`config.mk`:
```
export PLATFORM = sky130hd
export DESIGN_NAME = dwit_top
export DESIGN_NICKNAME = d
export VERILOG_FILES = /design/src/rtl/dwit_pkg.sv /design/src/rtl/dwit_top.sv
export VERILOG_INCLUDE_DIRS = /design/src /design/src/rtl
export SDC_FILE = /design/constraint.sdc
export NUM_CORES = 1
export LEC_CHECK = 0
export ABC_AREA = 1
export BUFFER_PORTS_ARGS = -buffer_cell sky130_fd_sc_hd__buf_2
export CAP_MARGIN = 0
export CORE_MARGIN = 1.5
export CORE_UTILIZATION = 60
export CTS_BUF_LIST = sky130_fd_sc_hd__clkbuf_4
export DETAILED_ROUTE_END_ITERATION = 8
export PLACE_DENSITY = 0.8
export SLEW_MARGIN = 20
export SYNTH_ARGS = -nofsm -noshare
export SYNTH_HDL_FRONTEND = slang
export SYNTH_SLANG_ARGS = --single-unit
```
`constraint.sdc`:
```
create_clock -name CLK -period 7.3 [get_ports CLK]
set_clock_uncertainty 0.2 [all_clocks]
set_input_delay 1.46 -clock CLK [delete_from_list [all_inputs] [get_ports CLK]]
set_output_delay 1.46 -clock CLK [all_outputs]
set_load 0.05 [all_outputs]
```
`src/rtl/dwit_defs.svh`:
```
// register map, keys, field positions, reset values and tap table
`ifndef DWIT_DEFS_SVH
`define DWIT_DEFS_SVH

`define DWIT_NCH          2
`define DWIT_CNT_W        8
`define DWIT_PS_W         17
`define DWIT_LG_W         5
`define DWIT_EV_W         6
`define DWIT_ADDR_W       5
`define DWIT_DATA_W       32
`define DWIT_STRB_W       4

`define DWIT_OFF_CNT0     5'h00
`define DWIT_OFF_CSR0     5'h04
`define DWIT_OFF_CNT1     5'h08
`define DWIT_OFF_CSR1     5'h0c
`define DWIT_OFF_STAT     5'h10
`define DWIT_OFF_CLR      5'h14
`define DWIT_OFF_EN       5'h18
`define DWIT_OFF_ACT0     5'h1c

`define DWIT_KEY_CNT      8'h5a
`define DWIT_KEY_CSR      8'ha5
`define DWIT_KEY_HI       15
`define DWIT_KEY_LO       8
`define DWIT_KEY_STRB     2'b11

`define DWIT_B_OVF        7
`define DWIT_B_MODE       6
`define DWIT_B_RUN        5
`define DWIT_B_PSS        4
`define DWIT_B_RSTSEL     3
`define DWIT_CKS_HI       2
`define DWIT_RESV_CH0     2'b11
`define DWIT_CH1          1

`define DWIT_CNT_RST      8'h00
`define DWIT_CNT_MAX      8'hff

`define DWIT_EV_ITV       0
`define DWIT_EV_NMI       2
`define DWIT_EV_RST       4

`define DWIT_RESP_OKAY    2'b00
`define DWIT_RESP_SLVERR  2'b10

`define DWIT_LG_C0        5'h01
`define DWIT_LG_C1        5'h06
`define DWIT_LG_C2        5'h07
`define DWIT_LG_C4        5'h0b
`define DWIT_LG_C6        5'h0f
`define DWIT_LG_C7        5'h11

`endif

```
`src/rtl/dwit_pkg.sv`:
```
// shared types of the dual watchdog / interval timer
`include "dwit_defs.svh"
`default_nettype none

package dwit_pkg;

  typedef enum logic [1:0]
  {
    ACT_NONE  = 2'b00,
    ACT_RESET = 2'b01,
    ACT_NMI   = 2'b10
  } dwit_act_e;

  typedef struct packed {
    logic [`DWIT_NCH-1:0][`DWIT_CNT_W-1:0] cnt;
    logic [`DWIT_NCH-1:0]                  ovf;
    logic [`DWIT_NCH-1:0]                  mode;
    logic [`DWIT_NCH-1:0]                  run;
    logic [`DWIT_NCH-1:0][`DWIT_CKS_HI:0]  cks;
    logic [`DWIT_NCH-1:0]                  armed;
    logic                                  pss1;
    logic                                  rsel1;
    dwit_act_e                             act0;
    logic [`DWIT_EV_W-1:0]                 stat;
    logic [`DWIT_EV_W-1:0]                 en;
    logic                                  irq;
    logic [`DWIT_NCH-1:0]                  itv;
    logic [`DWIT_NCH-1:0]                  nmi;
    logic [`DWIT_NCH-1:0]                  rst;
    logic [`DWIT_PS_W-1:0]                 ps_main;
    logic [`DWIT_PS_W-1:0]                 ps_sub;
    logic [2:0]                            sub_sync;
    logic                                  awrdy;
    logic                                  wrdy;
    logic                                  bvalid;
    logic                                  arrdy;
    logic                                  rvalid;
    logic [`DWIT_ADDR_W-1:0]               aw_addr;
    logic [`DWIT_DATA_W-1:0]               w_data;
    logic [`DWIT_STRB_W-1:0]               w_strb;
    logic [1:0]                            bresp;
    logic [1:0]                            rresp;
    logic [`DWIT_DATA_W-1:0]               rdata;
  } dwit_state_s;

endpackage : dwit_pkg

`default_nettype wire

```
`src/rtl/dwit_top.sv`:
```
// dual-channel watchdog / interval timer with axi4-lite registers
//
// Decided for this implementation: the register offsets and the AXI4-Lite slave port.
`default_nettype none

module dwit_top
#(
  parameter logic [`DWIT_LG_W-1:0] LG_DIV_CODE3 = 5'h09,
  parameter logic [`DWIT_LG_W-1:0] LG_DIV_CODE5 = 5'h0d
)
(
  // clock and reset
  input  wire logic                     CLK,
  input  wire logic                     SRST,
  // sub-clock, asynchronous
  input  wire logic                     SUB_CLK,
  // axi4-lite write address
  input  wire logic                     AWVALID,
  output logic                          AWREADY,
  input  wire logic [`DWIT_ADDR_W-1:0]  AWADDR,
  // axi4-lite write data
  input  wire logic                     WVALID,
  output logic                          WREADY,
  input  wire logic [`DWIT_DATA_W-1:0]  WDATA,
  input  wire logic [`DWIT_STRB_W-1:0]  WSTRB,
  // axi4-lite write response
  output logic                          BVALID,
  input  wire logic                     BREADY,
  output logic [1:0]                    BRESP,
  // axi4-lite read address
  input  wire logic                     ARVALID,
  output logic                          ARREADY,
  input  wire logic [`DWIT_ADDR_W-1:0]  ARADDR,
  // axi4-lite read data
  output logic                          RVALID,
  input  wire logic                     RREADY,
  output logic [`DWIT_DATA_W-1:0]       RDATA,
  output logic [1:0]                    RRESP,
  // timer requests
  output logic [`DWIT_NCH-1:0]          INTERVAL_IRQ,
  output logic [`DWIT_NCH-1:0]          NMI_REQ,
  output logic [`DWIT_NCH-1:0]          RESET_REQ,
  output logic                          IRQ
);

  ////////////////////////////////////////////////////////////////////////////
  // state and working signals

  dwit_pkg::dwit_state_s s_q;
  dwit_pkg::dwit_state_s s_d;

  logic [`DWIT_NCH-1:0]    tick;
  logic [`DWIT_NCH-1:0]    ovf_ev;
  logic [`DWIT_NCH-1:0]    wr_cnt;
  logic [`DWIT_NCH-1:0]    wr_csr;
  logic [`DWIT_NCH-1:0]    clr_ovf;
  logic [`DWIT_EV_W-1:0]   ev;
  logic [`DWIT_EV_W-1:0]   clr_ev;
  logic                    sub_edge;
  logic                    wr_fire;
  logic                    rd_err;
  logic [`DWIT_DATA_W:0]   rd_word;
  dwit_pkg::dwit_act_e     act;

  ////////////////////////////////////////////////////////////////////////////
  // functions

  // divider exponent for a clock-select code
  function automatic logic [`DWIT_LG_W-1:0] tap_lg
  (
    input logic [`DWIT_CKS_HI:0] code
  );
    logic [`DWIT_LG_W-1:0] lg;
    lg = `DWIT_LG_C0;
    case (code)
      3'h0:    lg = `DWIT_LG_C0;
      3'h1:    lg = `DWIT_LG_C1;
      3'h2:    lg = `DWIT_LG_C2;
      3'h3:    lg = LG_DIV_CODE3;
      3'h4:    lg = `DWIT_LG_C4;
      3'h5:    lg = LG_DIV_CODE5;
      3'h6:    lg = `DWIT_LG_C6;
      default: lg = `DWIT_LG_C7;
    endcase
    return lg;
  endfunction : tap_lg

  // one pulse per 2**lg prescaler steps
  function automatic logic tap_tick
  (
    input logic [`DWIT_PS_W-1:0] ps,
    input logic [`DWIT_LG_W-1:0] lg
  );
    logic [`DWIT_PS_W-1:0] mask;
    mask = (`DWIT_PS_W'(1) << lg) - `DWIT_PS_W'(1);
    return &(ps | ~mask);
  endfunction : tap_tick

  // protected write: both low lanes and the matching key
  function automatic logic key_ok
  (
    input logic [`DWIT_DATA_W-1:0] d,
    input logic [`DWIT_STRB_W-1:0] st,
    input logic [7:0]              key
  );
    return (st[1:0] == `DWIT_KEY_STRB) &&
           (d[`DWIT_KEY_HI:`DWIT_KEY_LO] == key);
  endfunction : key_ok

  // control/status byte of a channel
  function automatic logic [`DWIT_CNT_W-1:0] csr_byte
  (
    input dwit_pkg::dwit_state_s st,
    input int                    n
  );
    logic [`DWIT_CNT_W-1:0] v;
    v = {st.ovf[n], st.mode[n], st.run[n], `DWIT_RESV_CH0, st.cks[n]};
    if (n == `DWIT_CH1)
    begin
      v[`DWIT_B_PSS]    = st.pss1;
      v[`DWIT_B_RSTSEL] = st.rsel1;
    end
    return v;
  endfunction : csr_byte

  // watchdog overflow action of a channel
  function automatic dwit_pkg::dwit_act_e chan_act
  (
    input dwit_pkg::dwit_state_s st,
    input int                    n
  );
    dwit_pkg::dwit_act_e a;
    a = st.act0;
    if (n == `DWIT_CH1)
      a = st.rsel1 ? dwit_pkg::ACT_RESET : dwit_pkg::ACT_NMI;
    return a;
  endfunction : chan_act

  // read decode: error flag on top, data below
  function automatic logic [`DWIT_DATA_W:0] read_dec
  (
    input logic [`DWIT_ADDR_W-1:0] a,
    input dwit_pkg::dwit_state_s   st
  );
    logic [`DWIT_DATA_W:0] r;
    r = '0;
    if (a == `DWIT_OFF_CNT0)
      r[`DWIT_CNT_W-1:0] = st.cnt[0];
    else if (a == `DWIT_OFF_CNT1)
      r[`DWIT_CNT_W-1:0] = st.cnt[`DWIT_CH1];
    else if (a == `DWIT_OFF_CSR0)
      r[`DWIT_CNT_W-1:0] = csr_byte(st, 0);
    else if (a == `DWIT_OFF_CSR1)
      r[`DWIT_CNT_W-1:0] = csr_byte(st, `DWIT_CH1);
    else if (a == `DWIT_OFF_STAT)
      r[`DWIT_EV_W-1:0] = st.stat;
    else if (a == `DWIT_OFF_EN)
      r[`DWIT_EV_W-1:0] = st.en;
    else if (a == `DWIT_OFF_ACT0)
      r[1:0] = st.act0;
    else if (a == `DWIT_OFF_CLR)
      r = '0;
    else
      r[`DWIT_DATA_W] = 1'b1;
    return r;
  endfunction : read_dec

  ////////////////////////////////////////////////////////////////////////////
  // next-state logic

  always_comb
  begin
    s_d      = s_q;
    tick     = '0;
    ovf_ev   = '0;
    wr_cnt   = '0;
    wr_csr   = '0;
    clr_ovf  = '0;
    ev       = '0;
    clr_ev   = '0;
    act      = dwit_pkg::ACT_NONE;
    rd_word  = '0;
    rd_err   = 1'b0;
    sub_edge = s_q.sub_sync[1] & ~s_q.sub_sync[2];

    // prescalers; sub-clock sampled through two flops first
    s_d.ps_main  = s_q.ps_main + `DWIT_PS_W'(1);
    s_d.sub_sync = {s_q.sub_sync[1:0], SUB_CLK};
    if (sub_edge)
      s_d.ps_sub = s_q.ps_sub + `DWIT_PS_W'(1);

    // eight taps on each channel; channel 1 can tap either prescaler
    tick[0] = tap_tick(s_q.ps_main, tap_lg(s_q.cks[0]));
    if (s_q.pss1)
      tick[`DWIT_CH1] = sub_edge &
                        tap_tick(s_q.ps_sub, tap_lg(s_q.cks[`DWIT_CH1]));
    else
      tick[`DWIT_CH1] = tap_tick(s_q.ps_main, tap_lg(s_q.cks[`DWIT_CH1]));

    // write address and data taken in either order
    if (AWVALID && s_q.awrdy)
    begin
      s_d.awrdy   = 1'b0;
      s_d.aw_addr = AWADDR;
    end
    if (WVALID && s_q.wrdy)
    begin
      s_d.wrdy   = 1'b0;
      s_d.w_data = WDATA;
      s_d.w_strb = WSTRB;
    end

    // write decode once both halves are held
    wr_fire = !s_q.awrdy && !s_q.wrdy && !s_q.bvalid;
    if (wr_fire)
    begin
      s_d.bvalid = 1'b1;
      s_d.bresp  = `DWIT_RESP_OKAY;
      // counter and control need the protected write
      // key per register in bits 15:8
      if (s_q.aw_addr == `DWIT_OFF_CNT0)
        wr_cnt[0] = key_ok(s_q.w_data, s_q.w_strb, `DWIT_KEY_CNT);
      else if (s_q.aw_addr == `DWIT_OFF_CNT1)
        wr_cnt[`DWIT_CH1] = key_ok(s_q.w_data, s_q.w_strb, `DWIT_KEY_CNT);
      else if (s_q.aw_addr == `DWIT_OFF_CSR0)
        wr_csr[0] = key_ok(s_q.w_data, s_q.w_strb, `DWIT_KEY_CSR);
      else if (s_q.aw_addr == `DWIT_OFF_CSR1)
        wr_csr[`DWIT_CH1] = key_ok(s_q.w_data, s_q.w_strb, `DWIT_KEY_CSR);
      else if (s_q.aw_addr == `DWIT_OFF_CLR)
      begin
        if (s_q.w_strb[0])
          clr_ev = s_q.w_data[`DWIT_EV_W-1:0];
      end
      else if (s_q.aw_addr == `DWIT_OFF_EN)
      begin
        if (s_q.w_strb[0])
          s_d.en = s_q.w_data[`DWIT_EV_W-1:0];
      end
      else if (s_q.aw_addr == `DWIT_OFF_ACT0)
      begin
        if (s_q.w_strb[0])
        begin
          if (s_q.w_data[1:0] == dwit_pkg::ACT_RESET)
            s_d.act0 = dwit_pkg::ACT_RESET;
          else if (s_q.w_data[1:0] == dwit_pkg::ACT_NMI)
            s_d.act0 = dwit_pkg::ACT_NMI;
          else
            s_d.act0 = dwit_pkg::ACT_NONE;
        end
      end
      else if (s_q.aw_addr != `DWIT_OFF_STAT)
        s_d.bresp = `DWIT_RESP_SLVERR;
    end
    if (s_q.bvalid && BREADY)
    begin
      s_d.bvalid = 1'b0;
      s_d.awrdy  = 1'b1;
      s_d.wrdy   = 1'b1;
    end

    // channel control writes
    for (int n = 0; n < `DWIT_NCH; n++)
    begin
      if (wr_csr[n])
      begin
        s_d.mode[n] = s_q.w_data[`DWIT_B_MODE];
        s_d.run[n]  = s_q.w_data[`DWIT_B_RUN];
        s_d.cks[n]  = s_q.w_data[`DWIT_CKS_HI:0];
        if (!s_q.w_data[`DWIT_B_OVF] && s_q.armed[n])
          clr_ovf[n] = 1'b1;
        s_d.armed[n] = 1'b0;
      end
    end
    if (wr_csr[`DWIT_CH1])
    begin
      s_d.pss1  = s_q.w_data[`DWIT_B_PSS];
      s_d.rsel1 = s_q.w_data[`DWIT_B_RSTSEL];
    end

    // counters, flags and requests
    for (int n = 0; n < `DWIT_NCH; n++)
    begin
      // wrap from all ones; a counter write suppresses it
      ovf_ev[n] = s_q.run[n] && tick[n] && !wr_cnt[n] &&
                  (s_q.cnt[n] == `DWIT_CNT_MAX);
      if (!s_q.run[n])
        s_d.cnt[n] = `DWIT_CNT_RST;
      else if (wr_cnt[n])
        s_d.cnt[n] = s_q.w_data[`DWIT_CNT_W-1:0];
      else if (tick[n])
        s_d.cnt[n] = s_q.cnt[n] + `DWIT_CNT_W'(1);

      // flag cleared by the reset request
      s_d.ovf[n] = ovf_ev[n] |
                   (s_q.ovf[n] & ~clr_ovf[n] & ~s_q.rst[n]);

      act = chan_act(s_q, n);
      s_d.rst[n] = ovf_ev[n] && s_q.mode[n] &&
                   (act == dwit_pkg::ACT_RESET);
      s_d.nmi[n] = ovf_ev[n] && s_q.mode[n] &&
                   (act == dwit_pkg::ACT_NMI);

      ev[`DWIT_EV_ITV + n] = ovf_ev[n] && !s_q.mode[n];
      ev[`DWIT_EV_NMI + n] = s_d.nmi[n];
      ev[`DWIT_EV_RST + n] = s_d.rst[n];

      s_d.itv[n] = s_d.ovf[n] && !s_d.mode[n];
    end

    // read channel; a read of a set flag arms its clear
    if (ARVALID && s_q.arrdy)
    begin
      rd_word    = read_dec(ARADDR, s_q);
      rd_err     = rd_word[`DWIT_DATA_W];
      s_d.rdata  = rd_word[`DWIT_DATA_W-1:0];
      s_d.rresp  = rd_err ? `DWIT_RESP_SLVERR : `DWIT_RESP_OKAY;
      s_d.arrdy  = 1'b0;
      s_d.rvalid = 1'b1;
      if (ARADDR == `DWIT_OFF_CSR0 && s_q.ovf[0])
        s_d.armed[0] = 1'b1;
      if (ARADDR == `DWIT_OFF_CSR1 && s_q.ovf[`DWIT_CH1])
        s_d.armed[`DWIT_CH1] = 1'b1;
    end
    if (s_q.rvalid && RREADY)
    begin
      s_d.rvalid = 1'b0;
      s_d.arrdy  = 1'b1;
    end

    // sticky status, set wins over clear
    s_d.stat = (s_q.stat & ~clr_ev) | ev;
    s_d.irq  = |(s_d.stat & s_d.en);
  end

  ////////////////////////////////////////////////////////////////////////////
  // state register

  always_ff @(posedge CLK)
  begin
    if (SRST)
    begin
      s_q       <= '0;
      s_q.awrdy <= 1'b1;
      s_q.wrdy  <= 1'b1;
      s_q.arrdy <= 1'b1;
      s_q.act0  <= dwit_pkg::ACT_NONE;
    end
    else
      s_q <= s_d;
  end

  ////////////////////////////////////////////////////////////////////////////
  // outputs, all straight from the state register

  assign AWREADY      = s_q.awrdy;
  assign WREADY       = s_q.wrdy;
  assign BVALID       = s_q.bvalid;
  assign BRESP        = s_q.bresp;
  assign ARREADY      = s_q.arrdy;
  assign RVALID       = s_q.rvalid;
  assign RDATA        = s_q.rdata;
  assign RRESP        = s_q.rresp;
  assign INTERVAL_IRQ = s_q.itv;
  assign NMI_REQ      = s_q.nmi;
  assign RESET_REQ    = s_q.rst;
  assign IRQ          = s_q.irq;

endmodule : dwit_top

`default_nettype wire

```
==> results of run 1 <==
-- kinds of logic (layout without fill, tap and decap cells) --
group	Yosys count	count (layout)	share of synthesized area [%]
fa+ha+maj	10	10	1.85
buf+inv	197	225	13.3
simple gates	416	416	28.3
other cells	2	30	0.111
compound gates	199	199	16.7
xor+xnor	13	13	1.69
flops	128	128	38.0
-- registers in the layout (all words and copies together) (netlist names), 2 cells and up --
| register | cells |
|---|---|
| INTERVAL_IRQ | 2 |
| NMI_REQ | 2 |
| s_q | 104 |
| RDATA | 8 |
| RESET_REQ | 2 |
| s_d | 2 |
-- worst max-delay path by stage --
stage | startpoint | end
after detailed placement | ARADDR[1] | RDATA[1]
after global routing | s_q[144] | IRQ
after floorplan | ARADDR[1] | RDATA[1]
after CTS | s_q[144] | IRQ
after global placement | ARADDR[1] | RDATA[1]
final | ARADDR[1] | RDATA[1]
-- critical path: cells and delay by family --
kind            cells  cell delay, ns
simple gates        2            0.86
buf+inv             3            0.59
compound gates      4            0.84
-- per-layer routing --
layer | vias up | track usage (%) | routed length (microns)
met2 | 227 | 43.8 | 6880
met3 | 28 | 6.63 | 1340
met4 | 0 | 11.0 | 344
met5 | - | 0 | 0
li1 | 3217 | - | -
met1 | 2801 | 37.5 | 7160
-- Yosys cell counts (all sizes together), types with 3 or more instances --
library cell | n | area, sq um
a211oi | 13 | 97.6
a21oi | 75 | 379
a22oi | 3 | 22.5
a31oi | 5 | 31.3
buf | 44 | 324
clkbuf | 19 | 72.6
dfxtp | 128 | 2560
ha | 10 | 125
inv | 132 | 495
nand2 | 155 | 607
nand3 | 62 | 325
nand4 | 25 | 156
nor2 | 126 | 508
nor3 | 31 | 181
nor3b | 5 | 37.5
nor4 | 7 | 65.1
o211ai | 5 | 37.5
o21a | 6 | 45.0
o21ai | 76 | 380
or2 | 3 | 18.8
xor2 | 11 | 96.3
-- power groups by stage --
stage                     sequential (mW)  combinational [mW]  clock (mW)
after global routing                0.735               0.147       0.509
after detailed placement            0.748               0.133           0
after floorplan                     0.750               0.110           0
after global placement              0.748               0.132           0
after CTS                           0.732               0.134       0.478
final                               0.733               0.134       0.471
-- area by class of cell --
type                    instances  share of cell area [%]
inverters                     134                    6.98
clock inverters                15                    2.02
clock buffers                  17                    1.77
flip-flops and latches        128                    35.6
repair buffers                 59                    4.17
well taps                     140                    2.43
diodes                          2                  0.0695
multi-input cells             666                    47.0
-- through the flow --
stage	utilization, %	instances	hold WS (ns)
after global routing	66.1	1160	0.250
after global placement	63.6	1127	0.196
final	66.1	1161	0.212
after CTS	66.1	1159	0.218
after detailed placement	63.6	1127	0.201
after floorplan	-	991	0.188
==> metrics.txt, run 1 <==
status completed; Clock transition at path regs 0.11 ns; fin crit share 48.8%; core area 10900 sq um; fmax 281 MHz; hold_buf cts 0; Logic pwr share 10.1%; Worst R2R End IRQ; Place WS 3.37 ns; commonest cells after routing, fill and taps aside 147 x nand2_1, 128 x dfxtp_1, 128 x inv_1, 118 x nor2_1, 74 x a21oi_1; Slew Limit Fails 0; gr usage total 28.1%; initial antenna violation count 1; Yosys cell types 51; clock tree buffer depth 2; sequential area share after synthesis 38.0%; Final Wtd Congestion 0.920; crit-path cells buf_2, nor2_1, inv_1, nor3_1, clkinv_1, o21ai_0, o21ai_0, o221ai_1, a21oi_1; placement-stage cell area 6920 sq um; Hold Crit Start s_d[83]; Min-Delay Endpoint s_d[84]; number of global-route vias before repair 5476; Post-DRT Antenna Nets 0; P&R area growth vs syn 6.73%; Seq cells post-synth 128; Fill cells 1029; die height 109 microns; CTS root buf clkbuf_4; share of cells above drive strength 1 12.1%; CP max FO 9; slowest stage delay, CP 0.44 ns; final hold violation count 0; mapped cell area 6750 sq um; pin count of the biggest net entering global routing 62; die area 11900 sq um; final instance area 7200 sq um; Clock Sinks 128; internal cell power 0.945 mW; PwrDens 186 nW/um^2; commonest non-fill, non-tap cell in the layout nand2_1; area of the multi-input gates 3380 sq um; Port Buffers 57; Pwr Total 1.34 mW; die width 109 microns; R2R cell count 18; number of I/O pins 102; total setup buffers inserted after CTS 0; setup tns final 0 ns; synthesized instance count 965; Leak Pwr 2.98 nW; worst hold path depth 2; Final Net Count 1070; register area 2560 sq um; VDD IR max 133 uV; EDFF count, synth 0; CP Class primary input to register; Setup crit end kind register; r2r setup slk 3.81 ns; vias per cell 5.40; DR vias 6273; final setup violation count 0; CTS tree built; Crit path arrival time 3.76 ns; critical path's slowest cell nor3_1; ys async rst share 0%; sequential share of power 54.8%; RSZ-0062 raised after global routing no; Routed WL 15.7 mm; number of cell rows 38; final worst setup slack 3.74 ns; global-route wire length before repair 25.8 mm; Clock Latency Late Sink 0.55 ns; critical path data required time 7.50 ns; Crit Reg-Reg Startpoint s_q[144]; Detailed Route Iter0 Violations 436; normalized max-slew margin 42.6%; effective utilization at floorplan 62.0%; Post-synth top flop dfxtp_1; minimum clock period 3.56 ns; sw frac 29.3%; max_cap viols 0; NetSw 0.392 mW; DRT Pass-1 Iters 5; total CTS buffers 17; H-tree depth 4; clock power share 35.2%; # DRC 0; class of the worst hold path register to register; Ys Warns 0; WL/cell 13.5 microns; global route total overflow 0; Least-Margin Pin Slew 0.859 ns; Worst setup SP type primary input; Crit path top cell by count o21ai_0; average size of a mapped cell 6.99 sq um; hpwl dp 11.5 mm; Resized Gates After CTS 0
Power figures use the tool's default switching activity.
==> run 2: changes to the inputs <==
--- a/config.mk
+++ b/config.mk
@@ -6,14 +6,14 @@
 export SDC_FILE = /design/constraint.sdc
 export NUM_CORES = 1
 export LEC_CHECK = 0
-export ABC_AREA = 1
+export ABC_AREA = 0
 export BUFFER_PORTS_ARGS = -buffer_cell sky130_fd_sc_hd__buf_2
 export CAP_MARGIN = 0
 export CORE_MARGIN = 1.5
-export CORE_UTILIZATION = 60
+export CORE_UTILIZATION = 53
 export CTS_BUF_LIST = sky130_fd_sc_hd__clkbuf_4
 export DETAILED_ROUTE_END_ITERATION = 8
-export PLACE_DENSITY = 0.8
+export PLACE_DENSITY = 0.75
 export SLEW_MARGIN = 20
 export SYNTH_ARGS = -nofsm -noshare
 export SYNTH_HDL_FRONTEND = slang
==> constraint.sdc (replaced) <==
create_clock -name CLK -period 3.2 [get_ports CLK]
set_clock_uncertainty 0.2 [all_clocks]
set_input_delay 0.64 -clock CLK [delete_from_list [all_inputs] [get_ports CLK]]
set_output_delay 0.64 -clock CLK [all_outputs]
set_load 0.05 [all_outputs]
==> run 2 against run 1 <==
Effect of this change:
- flip-flop and latch count unchanged
- critical path depth rose by 4
- critical path type is now register to register
- first-iteration DRC count is 23% higher
- sequential power rose by 130%
- final cell count shrank 9.6%
- largest power group unchanged
- via count is 7.4% lower
- hold slack worse by 0.13 ns
- total power is 130% higher
==> metrics.txt, run 2 <==
Port Buffers 57 (unchanged); Pwr Total 3.11 mW (+130%); Most flops, register s_q; Least-Margin Pin Slew 0.567 ns (-0.291 ns); Synth Area in XOR/XNOR 4.73% (+3.0 points); crit-path cells inv_1, ha_1, nor3_2, nand3_1, ha_2, nor2b_1, o21ai_0, o2111ai_1, nor4_4, o211ai_4, nor3_1, xnor2_1, a21oi_1; commonest non-fill, non-tap cell in the layout dfxtp_1; initial antenna violation count 1 (unchanged); simple-gate area share of the yosys netlist 26.2% (-2.1 points); die area 13300 sq um (+11%); Slew Limit Fails 0 (unchanged); final instance area 7300 sq um (+1.4%); die height 115 microns (+5.6%); max_cap viols 0 (unchanged); final worst setup slack 0.186 ns (-3.55 ns); H-tree depth 4 (unchanged); placement-stage cell area 6970 sq um (+0.61%); R2R cell count 13 (-5); Setup crit end kind register; Crit path max-delay family simple AND/OR/NAND/NOR gates; global route total overflow 0 (unchanged); Detailed Route Iter0 Violations 537 (+23%); post-synthesis compound-gate area fraction 16.2% (-0.48 points); Crit path arrival time 3.27 ns (-0.49 ns); fin crit share 94.2%; fmax 332 MHz; final hold violation count 0 (unchanged); most area-consuming cells after synthesis dfxtp_1 38%, nand2_1 5.8%, buf_4 5.1%, nor2_1 5.1%, a21oi_1 4.9%; effective utilization at floorplan 54.8% (-7.2 points); DRT Pass-1 Iters 5 (unchanged); # DRC 0 (unchanged); critical path data required time 3.46 ns (-4.04 ns); WL/cell 14.9 microns (+10%); mux contribution to synthesized area 4.30% (+4.3 points); worst path bufs/invs 1 (-2); pin count of the biggest net entering global routing 39 (-37%); max reg flops 104 (unchanged); CP Class register to register; Crit Reg-Reg Startpoint s_q[144]; CP max FO 8 (-1); Final Net Count 931 (-13%); top cell type's share of synthesized area 38.5% (+0.48 points); Final Wtd Congestion 0.910 (-1.1%); commonest cells after routing, fill and taps aside 128 x dfxtp_1, 103 x nand2_1, 90 x nor2_1, 65 x a21oi_1, 56 x buf_2; Clock Latency Late Sink 0.56 ns (about the same); PwrDens 426 nW/um^2 (+130%); Clock transition at path regs 0.12 ns (about the same); CTS tree built; Routed WL 15.7 mm (-0.34%); minimum clock period 3.01 ns; number of I/O pins 102 (unchanged); Ys Warns 0 (unchanged); global-route wire length before repair 25.3 mm (-1.8%); number of global-route vias before repair 5176 (-5.5%); VDD IR max 365 uV (+180%); Post-DRT Antenna Nets 0 (unchanged); Synth Area in Adders 1.88% (+0.024 points); largest area contributor in the netlist dfxtp_1; gr usage total 24.5% (-3.6 points); Worst R2R End s_q[161]; main combinational cell family by area after synthesis simple AND/OR/NAND/NOR gates; DR vias 5806 (-7.4%); slowest stage delay, CP 0.35 ns (-0.09 ns); mapped cell area 6660 sq um (-1.3%); Seq cells post-synth 128 (unchanged); Yosys cell types 73 (+43%); vias per cell 5.53 (+2.4%); synthesized instance count 815 (-16%); clock tree buffer depth 2 (unchanged); normalized max-slew margin 62.1% (+19 points); average size of a mapped cell 8.18 sq um (+17%); status completed; r2r setup slk 0.19 ns (-3.62 ns); share of cells above drive strength 1 16.1% (+4.1 points); critical path's slowest cell dfxtp_1; Crit path depth 13 (+4); Hold Crit Start WVALID; sequential area share after synthesis 38.5% (+0.48 points); hold_buf cts 0 (unchanged); P&R area growth vs syn 9.63%; class of the worst hold path primary input to register; worst hold path depth 2 (unchanged); cell with the most instances after synthesis dfxtp_1; EDFF count, synth 0 (unchanged); number of cell rows 40 (+5.3%); Min-Delay Endpoint WREADY; core area 12200 sq um (+12%); final setup violation count 0 (unchanged); ys async rst share 0% (unchanged); setup tns final 0 ns (unchanged); RSZ-0062 raised after global routing no; die width 115 microns (+5.6%); Post-synth top flop dfxtp_1; commonest cells in the netlist 128 x dfxtp_1, 103 x nand2_1, 90 x nor2_1, 65 x a21oi_1, 45 x buf_4; total CTS buffers 17 (unchanged); hpwl dp 11.3 mm (-1.8%); Place WS 0.109 ns (-3.26 ns); Leak Pwr 2.85 nW (-4.3%); Clock Sinks 128 (unchanged); Worst setup SP type register; CTS root buf clkbuf_4
==> run 2: area by class of cell <==
cell class / count / area (sq um)
Clock buffer: 17 / 128
Clock inverter: 15 / 170
Fill cell: 1153 / 4860
Antenna cell: 1 / 2.50
Timing Repair Buffer: 85 / 498
Inverter: 18 / 67.6
Multi-Input combinational cell: 617 / 3670
Sequential cell: 128 / 2560
Tap cell: 168 / 210
==> run 2: layer usage <==
metal  GRT usage [%]  vias up  wire length, microns
li1                -     2912                     -
met1            33.5     2659                  7340
met2            36.9      205                  6840
met3            6.85       30                  1240
met4            9.38        0                   258
met5               0        -                     0
==> run 2: power by group <==
part           internal, mW  leakage (nW)  switching, mW
combinational        0.0779          1.66          0.210
clock                 0.534         0.149          0.624
sequential             1.63          1.04         0.0399
==> run 2: how the worst max path moves through the flow <==
stage	start	to	slack [ns]
floorplan	s_q[144]	s_q[162]	0.1
global placement	s_q[144]	s_q[134]	0.13
detailed placement	s_q[144]	s_q[134]	0.11
CTS	s_q[144]	s_q[134]	0.06
global route	s_q[145]	s_q[134]	0.009
finish	s_q[144]	s_q[161]	0.19
==> run 2: stage by stage <==
| stage | hold slack (ns) | cells | utilization [%] |
|---|---|---|---|
| floorplan | 0.214 | 841 | - |
| global placement | 0.218 | 1012 | 57.3 |
| detailed placement | 0.244 | 1012 | 57.3 |
| CTS | 0.0424 | 1044 | 59.7 |
| global route | 0.0562 | 1049 | 60.1 |
| finish | 0.0824 | 1049 | 60.1 |
==> run 2: repair_timing <==
action,4_1_cts,5_1_grt
hold endpoints to repair,0,0
endpoints found under the setup margin,0,10
buffers inserted,0,4
resized for setup,0,2
==> run 2: kinds of logic (layout without fill, tap and decap cells) <==
family,after synthesis,in the layout
and+or+nand+nor,348,348
AOI/OAI and AO/OA,167,167
DFF,128,128
buffers and inverters,96,135
xor gates and xnor gates,36,36
muxes,28,28
adders and majority gates,10,10
other,2,29
==> run 3: changes to the inputs <==
--- a/config.mk
+++ b/config.mk
@@ -10,10 +10,9 @@
 export BUFFER_PORTS_ARGS = -buffer_cell sky130_fd_sc_hd__buf_2
 export CAP_MARGIN = 0
 export CORE_MARGIN = 1.5
-export CORE_UTILIZATION = 53
-export CTS_BUF_LIST = sky130_fd_sc_hd__clkbuf_4
+export CORE_UTILIZATION = 52
 export DETAILED_ROUTE_END_ITERATION = 8
-export PLACE_DENSITY = 0.75
+export PLACE_DENSITY = 0.74
 export SLEW_MARGIN = 20
 export SYNTH_ARGS = -nofsm -noshare
 export SYNTH_HDL_FRONTEND = slang
==> run 3 against run 2 <==
Effect of this change:
- clock-buffer cell count increased by 8
- largest cell class unchanged
- global-route usage increased by 0.11 points
- hold slack improved by 0.15 ns
- register-to-register slack got worse by 0.06 ns
- critical path type unchanged
- sequential share of layout area decreased by 1.8 points
- flip-flop and latch count unchanged
- highest routed layer unchanged
- maximum frequency decreased by 2.0%
- critical path depth unchanged
==> metrics.txt, run 3 (same netlist as run 2, synthesis figures left out) <==
status completed; CTS root buf clkbuf_16; NetSw 0.921 mW (+5.3%); Clock transition at path regs 0.05 ns (-0.07 ns); Final Wtd Congestion 0.934 (+2.7%); commonest cells after routing, fill and taps aside 127 x dfxtp_1, 103 x nand2_1, 89 x nor2_1, 65 x a21oi_1, 56 x buf_2; hpwl dp 11.3 mm (about the same); P&R area growth vs syn 15.5%; Most flops, register s_q; Leak Pwr 3.04 nW (+6.9%); Clock Sinks 128 (unchanged); number of global-route vias before repair 5121 (-1.1%); final hold violation count 0 (unchanged); Final Non-Filler Cells 1053 (+0.38%); class of the worst hold path primary input to register; die height 116 microns (+0.93%); Port Buffers 57 (unchanged); global-route wire length before repair 25.5 mm (+0.60%); final setup violation count 0 (unchanged); CTS tree built; final worst setup slack 0.125 ns (-0.0609 ns); hold_buf cts 0 (unchanged); Pwr Total 4.03 mW (+29%); max reg flops 104 (unchanged); effective utilization at floorplan 53.0% (-1.8 points); core area 12600 sq um (+3.3%); Clock Latency Late Sink 0.42 ns (-0.14 ns); clock tree buffer depth 2 (unchanged); gr usage total 24.6% (+0.11 points); Setup crit end kind register; initial antenna violation count 0 (-1); slowest stage delay, CP 0.36 ns (about the same); sequential share of power 41.5% (-12 points); CP max FO 7 (-1); crit-path cells buf_4, ha_1, nor3_2, nand3_1, ha_4, nor2b_1, nand3_1, o2111ai_2, nor4_4, o211ai_4, nor3_1, xnor2_1, a21oi_1; internal cell power 3.11 mW (+39%); cell count after placement 1016 (+0.40%); H-tree depth 4 (unchanged); number of cell rows 41 (+2.5%); # DRC 0 (unchanged); fmax 325 MHz (-2.0%); placement-stage cell area 6970 sq um (about the same); global route total overflow 0 (unchanged); WL/cell 15.3 microns (+2.5%); max_cap viols 0 (unchanged); setup tns final 0 ns (unchanged); vias per cell 5.52 (-0.33%); Routed WL 16.1 mm (+2.9%); clock power share 51.2% (+14 points); Detailed Route Iter0 Violations 552 (+2.8%); Final Util 61.3% (+1.2 points); DR vias 5809 (+0.052%); pin count of the biggest net entering global routing 48 (+23%); critical path's slowest cell nor4_4; PwrDens 523 nW/um^2 (+23%); minimum clock period 3.08 ns (+0.0609 ns); Logic pwr share 7.3% (-2.0 points); total CTS buffers 17 (unchanged); share of cells above drive strength 1 16.5% (+0.32 points); normalized max-slew margin 44.7% (-17 points); Worst setup SP type register; Post-DRT Antenna Nets 0 (unchanged); VDD IR max 413 uV (+13%); WHS 0.228 ns (+0.146 ns); Least-Margin Pin Slew 0.824 ns (+0.256 ns); RSZ-0062 raised after global routing no; sw frac 22.9% (-5.2 points); Place WS 0.0421 ns (-0.0671 ns); final instance area 7700 sq um (+5.4%); fin crit share 96.1% (+1.9 points); CP Class register to register; die area 13500 sq um (+1.9%); commonest non-fill, non-tap cell in the layout dfxtp_1; die width 116 microns (+0.93%); Crit path arrival time 3.18 ns (-0.09 ns); ANT cells 0 (-1); Crit path top cell by count nand3_1; critical path data required time 3.31 ns (-0.15 ns); DRT Pass-1 Iters 7 (+2); r2r setup slk 0.12 ns (-0.06 ns); Final Net Count 934 (+0.32%); Slew Limit Fails 0 (unchanged); number of I/O pins 102 (unchanged)
run 3: cell count changes in the layout (fill, tap and decap cells not counted), moves of 4 or more:
| cell | change |
|---|---|
| clkbuf_8 | +5 |
| clkinvlp_4 | -5 |
| clkbuf_4 | -17 |
| clkbuf_16 | +17 |
| clkinv_2 | -4 |
run 3: timing repair:
action / CTS / global route
buffers inserted: 2 / 5
resized for setup: 1 / 9
setup endpoints to repair: 1 / 13
pin swaps: 0 / 5
run 3: cell type report:
type	count	area [sq um]
Clock inverter	5	125
Clock buffer	25	505
Inverter	18	67.6
Multi-Input combinational cell	617	3700
Timing Repair Buffer	88	520
Fill cell	1116	4870
Sequential cell	128	2560
Tap cell	172	215
run 3: power by group through the flow:
| stage | sequential, mW | combinational (mW) | clock (mW) |
|---|---|---|---|
| final | 1.67 | 0.293 | 2.06 |
| after global routing | 1.67 | 0.319 | 2.17 |
| after CTS | 1.67 | 0.287 | 2.09 |
| after detailed placement | 1.70 | 0.283 | 0 |
| after global placement | 1.70 | 0.280 | 0 |
| after floorplan | 1.70 | 0.244 | 0 |
run 3: worst paths after layout:
check,cells after the start,end,start
hold reg to reg,1,s_q[84],s_d[84]
setup / recovery,13,s_q[163],s_q[144]
hold / removal,2,WREADY,WVALID
setup reg to reg,13,s_q[163],s_q[144]
run 3: critical path: cells and delay by family (launching register included):
kind,cells,cell delay [ns]
AND/OR/NAND/NOR,6,1.27
AO/OA/AOI/OAI,3,0.42
XOR/XNOR,1,0.16
buffers and inverters,1,0.15
flip-flops,1,0.31
adder cells (fa/ha/maj),2,0.44
run 3: layer usage:
| metal | up-vias | GRT usage [%] | wire length (microns) |
|---|---|---|---|
| li1 | 2899 | - | - |
| met1 | 2651 | 33.7 | 7460 |
| met2 | 228 | 36.5 | 7000 |
| met3 | 31 | 6.33 | 1250 |
| met4 | 0 | 11.3 | 425 |
| met5 | - | 0 | 0 |
